## src/dtm_consts.svh

```systemverilog
// Offsets, field positions and reset values of the dual eight-bit timers
`ifndef DTM_CONSTS_SVH
`define DTM_CONSTS_SVH

// ==========================================================================
// Register offsets
`define DTM_OFS_BT_MODE   8'hd8
`define DTM_OFS_BT_COUNT  8'hd9
`define DTM_OFS_ET_MODE   8'hda
`define DTM_OFS_ET_COUNT  8'hdb
`define DTM_OFS_RELOAD    8'hcd
`define DTM_OFS_IRQ_CTRL  8'hc8

// ==========================================================================
// Mode register fields (shared layout of both timers)
`define DTM_BIT_RUN       7
`define DTM_RATE_HI       6
`define DTM_RATE_LO       4
`define DTM_BIT_SRC       3
`define DTM_BIT_ALOAD     2
`define DTM_BIT_TOGGLE    1
`define DTM_BIT_PWM       0
`define DTM_BT_MODE_MASK  8'hf1

// ==========================================================================
// Interrupt control register fields
`define DTM_BIT_BT_IEN    0
`define DTM_BIT_BT_FLAG   1
`define DTM_BIT_ET_IEN    2
`define DTM_BIT_ET_FLAG   3
`define DTM_BIT_PIN_FLAG  4

// ==========================================================================
// Reset values and counting limits
`define DTM_RST_BYTE      8'h00
`define DTM_CNT_MAX       8'hff
`define DTM_MASK_256      8'hff
`define DTM_MASK_64       8'h3f
`define DTM_MASK_32       8'h1f
`define DTM_MASK_16       8'h0f

`endif

```

## src/dtm_pkg.sv

```systemverilog
// Types shared by the dual eight-bit timer modules
package dtm_pkg;

  typedef logic [7:0] dtm_byte_t;
  typedef logic [2:0] dtm_rate_t;

  // Prescaler state
  typedef struct packed {
    dtm_byte_t cnt;
    logic      tick;
  } dtm_pre_s;

endpackage

```

## src/dtm_tick_if.sv

```systemverilog
// Carrier between a timer and its prescaler: rate code out, tick back
interface dtm_tick_if;
  dtm_pkg::dtm_rate_t rate;
  logic               tick;

  modport ctl (output rate, input tick);
  modport pre (input rate, output tick);
endinterface

```

## src/dtm_timers.sv

```systemverilog
// Top of the dual eight-bit timers: basic timer, event timer, registers
//
// Summary of operation
// Basic timer counts up in 8 bits, wraps ff to 00, raises time-out request.
// Basic timer time-out wakes system from green mode while run bit set.
// Basic mode bit 7 starts and stops basic timer; resets to zero.
// Basic mode bits 6..4 pick divide 256 down to 2 for codes 000..111.
// Basic count register is read/write, resets zero, software preloads 256 minus ticks.
// Software stops, masks, clears flag, sets rate, loads count, unmasks, runs.
// Event timer counts up in 8 bits, wraps, continues and raises time-out request.
// In PWM mode overflow point follows PWM cycle set by reload and toggle bits; with pin source the code keeps the full 256.
// Event mode bit 3 picks internal clock (0) or external event pin (1).
// With external source, event timer advances once per falling edge of pin.
// External source ignores prescale code; pin interrupt flag stays zero.
// Event mode bits 6..4 pick divide: 000 by 256 through 111 by 2.
// Event mode bit 7 starts and stops event timer; whole register resets zero.
// Event mode bit 0 enables PWM output, governed by toggle and reload bits.
// Without PWM, bit 1 drives toggle signal on shared pin instead of I/O.
// Without PWM, bit 2 enables auto-reload; in PWM it has no reload meaning.
// Overflow with auto-reload loads reload value; new reload waits in staging buffer.
// PWM mode forces auto-reload; reload bit then helps pick overflow boundary.
// PWM boundary: 256 none, 64 toggle, 32 reload, 16 both bits set; with pin source the code uses 256 for all.
// Overflow sets sticky request flag; interrupt only while enable set.
// Count register write replaces count at once; counting continues from it.
//
// The strobed register port was chosen for this implementation.
`include "dtm_consts.svh"

module dtm_timers
(
  // Clock and reset
  input  wire logic              i_clk_sys,
  input  wire logic              i_reset_n,
  // Register port
  input  wire dtm_pkg::dtm_byte_t i_addr,
  input  wire dtm_pkg::dtm_byte_t i_wdata,
  input  wire logic              i_wr,
  input  wire logic              i_rd,
  output      dtm_pkg::dtm_byte_t o_rdata,
  // Interrupt requests and wake-up
  output      logic              o_basic_timer_irq,
  output      logic              o_event_timer_irq,
  output      logic              o_green_wake,
  // External event input pin
  input  wire logic              i_event_input_pin,
  // Shared output pin
  output      logic              o_shared_output_pin,
  output      logic              o_shared_output_pin_oe
);
  import dtm_pkg::*;

  // ========================================================================
  // State
  typedef struct packed {
    dtm_byte_t bt_mode;
    dtm_byte_t bt_cnt;
    dtm_byte_t et_mode;
    dtm_byte_t et_cnt;
    dtm_byte_t rl_stage;
    dtm_byte_t rl_active;
    logic      bt_ien;
    logic      bt_flag;
    logic      et_ien;
    logic      et_flag;
    logic      pin_s1;
    logic      pin_s2;
    logic      pin_prev;
    logic      toggle;
    logic      pin_o;
    logic      pin_oe;
    dtm_byte_t rdata;
    logic      bt_irq;
    logic      et_irq;
    logic      wake;
  } dtm_top_s;

  dtm_top_s state_r;
  dtm_top_s state_nxt;

  dtm_tick_if bt_tick_if ();
  dtm_tick_if et_tick_if ();

  // ========================================================================
  // Prescalers, one per timer
  dtm_prescaler u_bt_pre
  (
    .i_clk_sys (i_clk_sys),
    .i_reset_n (i_reset_n),
    .tick_if   (bt_tick_if)
  );

  dtm_prescaler u_et_pre
  (
    .i_clk_sys (i_clk_sys),
    .i_reset_n (i_reset_n),
    .tick_if   (et_tick_if)
  );

  assign bt_tick_if.rate = state_r.bt_mode[`DTM_RATE_HI:`DTM_RATE_LO];
  assign et_tick_if.rate = state_r.et_mode[`DTM_RATE_HI:`DTM_RATE_LO];

  // ========================================================================
  // Decoded controls
  logic      bt_run;
  logic      et_run;
  logic      et_ext;
  logic      et_pwm;
  logic      et_aload;
  logic      et_tgl;
  logic      pin_fall;
  logic      et_tick;
  logic      bt_tick;
  logic      bt_ovf;
  logic      et_ovf;
  logic      et_reload;
  logic      wr_bt_cnt;
  logic      wr_et_cnt;
  dtm_byte_t et_mask;

  assign bt_run   = state_r.bt_mode[`DTM_BIT_RUN];
  assign et_run   = state_r.et_mode[`DTM_BIT_RUN];
  assign et_ext   = state_r.et_mode[`DTM_BIT_SRC];
  assign et_pwm   = state_r.et_mode[`DTM_BIT_PWM];
  assign et_aload = state_r.et_mode[`DTM_BIT_ALOAD];
  assign et_tgl   = state_r.et_mode[`DTM_BIT_TOGGLE];

  // Edge taken from the second synchroniser stage only
  assign pin_fall = state_r.pin_prev & ~state_r.pin_s2;

  // External edges bypass the prescaler entirely
  assign et_tick  = et_ext ? pin_fall : et_tick_if.tick;  // see see
  assign bt_tick  = bt_run & bt_tick_if.tick;

  assign wr_bt_cnt = i_wr && (i_addr == `DTM_OFS_BT_COUNT);
  assign wr_et_cnt = i_wr && (i_addr == `DTM_OFS_ET_COUNT);

  // PWM cycle length; outside PWM or with pin source the full 256 counts
  always_comb
  begin
    et_mask = `DTM_MASK_256;
    if (et_pwm && !et_ext)
    begin
      case ({et_aload, et_tgl})   // see
        2'b01:   et_mask = `DTM_MASK_64;
        2'b10:   et_mask = `DTM_MASK_32;
        2'b11:   et_mask = `DTM_MASK_16;
        default: et_mask = `DTM_MASK_256;
      endcase
    end
  end

  // Overflow strobes; a write to the count register in the same cycle wins
  assign bt_ovf    = bt_tick && (state_r.bt_cnt == `DTM_CNT_MAX) && !wr_bt_cnt;
  assign et_ovf    = et_run && et_tick && ((state_r.et_cnt & et_mask) == et_mask)
                     && !wr_et_cnt;
  // PWM forces reload; otherwise the reload bit decides
  assign et_reload = et_pwm | et_aload;  // see

  // ========================================================================
  // Next state
  always_comb
  begin
    state_nxt = state_r;

    // Pin synchroniser: stage one feeds stage two only
    state_nxt.pin_s1   = i_event_input_pin;
    state_nxt.pin_s2   = state_r.pin_s1;
    state_nxt.pin_prev = state_r.pin_s2;

    // Basic timer count; a tick past ff wraps to 00 and keeps going
    if (wr_bt_cnt)
      state_nxt.bt_cnt = i_wdata;                 // see
    else if (bt_tick)
      state_nxt.bt_cnt = state_r.bt_cnt + 8'h01;

    // Event timer count and double-buffered reload
    if (wr_et_cnt)
      state_nxt.et_cnt = i_wdata;
    else if (et_ovf && et_reload)
    begin
      state_nxt.et_cnt    = state_r.rl_stage;
      state_nxt.rl_active = state_r.rl_stage;
    end
    else if (et_run && et_tick)
      state_nxt.et_cnt = state_r.et_cnt + 8'h01;

    // Toggle output flips once per overflow, so it runs at half rate
    if (et_ovf)
      state_nxt.toggle = ~state_r.toggle;

    // Register writes
    if (i_wr)
    begin
      case (i_addr)
        `DTM_OFS_BT_MODE:  state_nxt.bt_mode  = i_wdata & `DTM_BT_MODE_MASK;  // see
        `DTM_OFS_ET_MODE:  state_nxt.et_mode  = i_wdata;  // see
        `DTM_OFS_RELOAD:   state_nxt.rl_stage = i_wdata;
        `DTM_OFS_IRQ_CTRL:
        begin
          state_nxt.bt_ien  = i_wdata[`DTM_BIT_BT_IEN];
          state_nxt.et_ien  = i_wdata[`DTM_BIT_ET_IEN];
          // Writing zero clears a flag; writing one leaves it alone
          state_nxt.bt_flag = state_r.bt_flag & i_wdata[`DTM_BIT_BT_FLAG];
          state_nxt.et_flag = state_r.et_flag & i_wdata[`DTM_BIT_ET_FLAG];
        end
        default: ;
      endcase
    end

    // Hardware set beats a software clear in the same cycle
    if (bt_ovf)
      state_nxt.bt_flag = 1'b1;  // see
    if (et_ovf)
      state_nxt.et_flag = 1'b1;  // see

    // Interrupt requests gated by their enables
    state_nxt.bt_irq = state_r.bt_flag & state_r.bt_ien;
    state_nxt.et_irq = state_r.et_flag & state_r.et_ien;

    // Wake pulse only for a time-out while the run bit holds
    state_nxt.wake = bt_ovf & bt_run;

    // Shared pin: PWM first, then toggle, otherwise released to general I/O
    if (et_pwm)
    begin
      // Square wave at the PWM cycle rate: upper half of the window is high
      state_nxt.pin_o  = (state_r.et_cnt & et_mask) > (et_mask >> 1);
      state_nxt.pin_oe = 1'b1;
    end
    else if (et_tgl)
    begin
      state_nxt.pin_o  = state_r.toggle;
      state_nxt.pin_oe = 1'b1;
    end
    else
    begin
      state_nxt.pin_o  = 1'b0;
      state_nxt.pin_oe = 1'b0;
    end

    // Read data stand one cycle, then return to zero
    state_nxt.rdata = `DTM_RST_BYTE;
    if (i_rd)
    begin
      case (i_addr)
        `DTM_OFS_BT_MODE:  state_nxt.rdata = state_r.bt_mode;
        `DTM_OFS_BT_COUNT: state_nxt.rdata = state_r.bt_cnt;
        `DTM_OFS_ET_MODE:  state_nxt.rdata = state_r.et_mode;
        `DTM_OFS_ET_COUNT: state_nxt.rdata = state_r.et_cnt;
        `DTM_OFS_IRQ_CTRL:
        begin
          // Pin flag bit is never raised by this block
          state_nxt.rdata[`DTM_BIT_BT_IEN]  = state_r.bt_ien;
          state_nxt.rdata[`DTM_BIT_BT_FLAG] = state_r.bt_flag;
          state_nxt.rdata[`DTM_BIT_ET_IEN]  = state_r.et_ien;
          state_nxt.rdata[`DTM_BIT_ET_FLAG] = state_r.et_flag;
          state_nxt.rdata[`DTM_BIT_PIN_FLAG] = 1'b0;
        end
        // Reload is write only; unmapped reads give zero
        default: state_nxt.rdata = `DTM_RST_BYTE;
      endcase
    end
  end

  // ========================================================================
  // State register
  always_ff @(posedge i_clk_sys or negedge i_reset_n)
  begin
    if (!i_reset_n)
      state_r <= '0;
    else
      state_r <= state_nxt;
  end

  // ========================================================================
  // Outputs, all straight from flip-flops
  assign o_rdata                = state_r.rdata;
  assign o_basic_timer_irq      = state_r.bt_irq;
  assign o_event_timer_irq      = state_r.et_irq;
  assign o_green_wake           = state_r.wake;
  assign o_shared_output_pin    = state_r.pin_o;
  assign o_shared_output_pin_oe = state_r.pin_oe;

  // Helper copies so that sampled-value functions see plain signals
  dtm_byte_t bt_cnt_q;
  dtm_byte_t et_cnt_q;
  dtm_byte_t rl_stage_q;
  logic      bt_flag_q;
  logic      bt_ien_q;
  logic      toggle_q;
  assign bt_cnt_q   = state_r.bt_cnt;
  assign et_cnt_q   = state_r.et_cnt;
  assign rl_stage_q = state_r.rl_stage;
  assign bt_flag_q  = state_r.bt_flag;
  assign bt_ien_q   = state_r.bt_ien;
  assign toggle_q   = state_r.toggle;
endmodule

```

## src/dtm_prescaler.sv

```systemverilog
// Prescaler giving one tick every 256, 128, ... 2 clocks by rate code
module dtm_prescaler
(
  // Clock and reset
  input  wire logic i_clk_sys,
  input  wire logic i_reset_n,
  // Rate in, tick out
  dtm_tick_if.pre   tick_if
);
  import dtm_pkg::*;

  dtm_pre_s  state_r;
  dtm_pre_s  state_nxt;
  logic [7:0] hit;

  // ========================================================================
  // Per-code terminal count: code g divides by 2^(8-g)
  genvar g;
  generate
    for (g = 0; g < 8; g = g + 1)
    begin : gen_hit
      assign hit[g] = &state_r.cnt[7-g:0];
    end
  endgenerate

  // Free running counter; a tick lasts one clock
  always_comb
  begin
    state_nxt      = state_r;
    state_nxt.cnt  = state_r.cnt + 8'h01;
    state_nxt.tick = hit[tick_if.rate];  // see
  end

  always_ff @(posedge i_clk_sys or negedge i_reset_n)
  begin
    if (!i_reset_n)
      state_r <= '0;
    else
      state_r <= state_nxt;
  end

  assign tick_if.tick = state_r.tick;

endmodule

```

## config.mk

```make
export PLATFORM = sky130hd
export DESIGN_NAME = dtm_timers
export DESIGN_NICKNAME = d
export VERILOG_FILES = /design/src/dtm_pkg.sv /design/src/dtm_tick_if.sv /design/src/dtm_timers.sv /design/src/dtm_prescaler.sv
export VERILOG_INCLUDE_DIRS = /design/src
export SDC_FILE = /design/constraint.sdc
export NUM_CORES = 1
export LEC_CHECK = 0
export BUFFER_PORTS_ARGS = -buffer_cell sky130_fd_sc_hd__buf_2
export CAP_MARGIN = 20
export CORE_MARGIN = 4
export CORE_UTILIZATION = 41
export DETAILED_ROUTE_END_ITERATION = 6
export PLACE_DENSITY_LB_ADDON = 0.25
export SKIP_CTS_REPAIR_TIMING = 1
export SLEW_MARGIN = 10
export SYNTH_ARGS = -nofsm -noshare
export SYNTH_HDL_FRONTEND = slang
export SYNTH_SLANG_ARGS = --single-unit
export TNS_END_PERCENT = 20
```

## constraint.sdc

```tcl
create_clock -name i_clk_sys -period 2.6 [get_ports i_clk_sys]
set_clock_uncertainty 0.2 [all_clocks]
set_input_delay 0.39 -clock i_clk_sys [delete_from_list [all_inputs] [get_ports i_clk_sys]]
set_output_delay 0.39 -clock i_clk_sys [all_outputs]
set_load 0.05 [all_outputs]
```

==> summary.txt <==
Global routing
  – Vias in the first global route: 2780
  – Antenna violations before repair: 0
  – Gr ovfl total: 0
  – Met1 Use GR: 20.2%
  – All-Layer GR Usage: 16.2%
  – GR Util met3: 4.16%
  – Global routing's busiest layer: met2
  – Met2 GRT Util: 26.2%
  – Largest net degree at the start of global routing: 44
  – First-pass GRT wire length: 14000 µm

Hold path
  – Hold Path Origin: i_rd
  – Worst hold stages: 2
  – Worst hold path endpoint: o_rdata[0]
  – Hold WC Path Type: in -> reg

Clocking
  – Clock slew at reported path FFs: 0.08 ns
  – Num CTS Buffers: 9
  – CTS tree: done
  – Clk Latency, worst-skew pair: 0.35 ns
  – # clock sinks: 76
  – Max Buffers Root-to-Sink: 2
  – CTS root buffer: clkbuf_8
  – H-tree depth: 3

Critical path
  – Worst setup SP type: flip-flop
  – R2R cell count: 9
  – Critical Path Fanout Max: 6
  – R2r startpoint: et_ext
  – CP endpoint kind: flip-flop
  – CP Class: reg -> reg
  – Reg2Reg Setup Slack: 0.46 ns
  – RR Endpoint: o_shared_output_pin
  – Worst EP arrival: 2.17 ns
  – Required @ worst endpoint: 2.63 ns

Place
  – Dpl hpwl: 5980 µm
  – IO buf count: 33
  – Placer Congestion: 0.820
  – Placed Area: 4040 µm²
  – Setup Slack @ Placement: 0.393 ns

STA
  – Max Slew Vio Count: 0
  – Final TNS setup: 0 ns
  – Crit path time final: 2.14 ns
  – Slew HR: 53.1%
  – Hold WS: 0.106 ns
  – Fin worst setup slack: 0.462 ns
  – Max frequency: 468 MHz
  – # setup viols final: 0
  – Hold Fails Final Rpt: 0
  – Worst-Margin Slew: 0.698 ns
  – Period Utilization, post-route: 82.2%
  – RSZ-0062 raised after global routing: no

Finish
  – Layout area overhead: 12.5%
  – Most common cell after layout, fill and taps aside: dfrtp_1
  – NumNets Final: 409
  – Layout cells sized above 1: 23.6%
  – Diodes inserted: 0
  – Most frequent cells in the layout: dfrtp_1, nand2_1, buf_2
  – Finished Cell Area: 4280 µm²

Routing
  – DRC: 0
  – Routed Antenna Nets: 0
  – First-pass iteration count of the detailed router: 4
  – DR vias/cell: 5.54
  – Post-Route WL: 8240 µm
  – DR vias: 2716
  – Routed wire per std cell: 16.8 µm
  – Iteration-0 DRC Markers: 134

Floorplanning
  – Initial Util: 42.8%
  – Row count: 34
  – DIE WIDTH: 104 µm
  – Core box area: 8890 µm²
  – I/O pin total: 34
  – Area of the die: 10900 µm²
  – Die height: 104 µm

Flow run
  – Max cap viols: 0

Power and ir drop
  – Peak supply drop: 0.293 mV
  – Power Density: 611 nW/µm²
  – Leakage Power: 0.00196 µW

Synth
  – Cell area after synthesis: 3800 µm²
  – Ys Warns: 0
  – EDFF count, synth: 0
  – Sequential fraction of the synthesis area: 50.0%
  – Post-synth ARST share: 100%
  – Synth unique cells: 49
  – Syn nets: 375
  – Mapped Cells: 343
  – Mean Syn Cell Area: 11.1 µm²
  – #FFs+latches synth: 76
  – Ys flop type: dfrtp_1

Outcome
  – Status: finished clean
[synthesized netlist by cell type (all sizes together) (3+ instances only)]
cell type,instances,share of area [%]
mux4,6,3.7
dfrtp,76,50
nor2,27,2.7
nand4,3,0.49
mux2i,11,2.9
and3,8,1.3
ha,11,3.6
nor2b,7,1.2
nor3,4,0.95
o21ai,25,3.4
xnor2,12,2.8
mux2,22,6.5
o22ai,6,0.99
xor2,10,2.3
a31oi,3,0.49
o22a,3,0.69
inv,6,0.59
clkbuf,3,0.30
a21oi,12,1.7
and2,6,0.99
nand2,33,3.3
buf,13,2.5
nand3,13,1.7
[worst max-delay path by stage]
| stage | from | endpoint | slack [ns] | depth (start not counted) |
|---|---|---|---|---|
| 3_3_place_gp | i_addr[5] | toggle_q | 0.44 | 6 |
| 5_1_grt | et_pwm | o_shared_output_pin | 0.26 | 9 |
| 6_report | et_ext | o_shared_output_pin | 0.46 | 9 |
| 3_5_place_dp | i_addr[1] | toggle_q | 0.39 | 6 |
| 4_1_cts | et_pwm | o_shared_output_pin | 0.45 | 9 |
| 2_1_floorplan | i_addr[5] | et_cnt_q[7] | 0.69 | 6 |
[metrics by stage]
step / util [%] / instances / power (µW)
floorplan: - / 343 / 1530
global placement: 45.5 / 472 / 1650
detailed placement: 45.5 / 472 / 1660
CTS: 47.9 / 488 / 2650
global route: 48.1 / 490 / 2750
finish: 48.1 / 490 / 2610
[logic make-up after synthesis]
family | synth area share, %
buf+inv | 3.35
mux | 13.1
compound gates | 8.98
flops | 50.0
simple gates | 15.9
xor+xnor | 5.07
fa+ha+maj | 3.62
[cell type report]
cell class / count / area [µm²]
Fill cell: 789 / 4610
Clock buffer: 9 / 124
Clock inverter: 7 / 91.3
Timing Repair Buffer: 39 / 230
Tap cell: 108 / 135
Sequential cell: 76 / 1900
Inverter: 6 / 22.5
Multi-Input combinational cell: 245 / 1770
[power breakdown]
group	switching, µW	internal, µW
logic	193	155
clock network	444	537
registers	57.6	1230
total	695	1920
[critical path, cell delays in order (launching register included)]
cell and delay, ns:
dfrtp_1 0.48, nand3b_1 0.28, inv_1 0.12, and2_1 0.16, nor2b_1 0.05, ha_1 0.28, a21oi_1 0.15, nor2b_1 0.06
o221ai_1 0.17, a21oi_1 0.09
[state kept, by name, summed over array words and instances (netlist names), 2 cells and up]
| register | count |
|---|---|
| bt_cnt_q | 8 |
| et_cnt_q | 8 |
| o_rdata | 8 |
| rl_stage_q | 8 |
| u_bt_pre.state_r | 7 |
| u_et_pre.state_r | 7 |
| state_r | 4 |
| bt_tick_if.rate | 3 |
| et_tick_if.rate | 3 |
| state_nxt | 2 |
[routing by layer]
metal / up-vias / wire length (µm)
met3: 17 / 480
met1: 1334 / 3580
met5: - / 0
met2: 74 / 3970
met4: 0 / 201
li1: 1291 / -
Power figures use the tool's default switching activity.
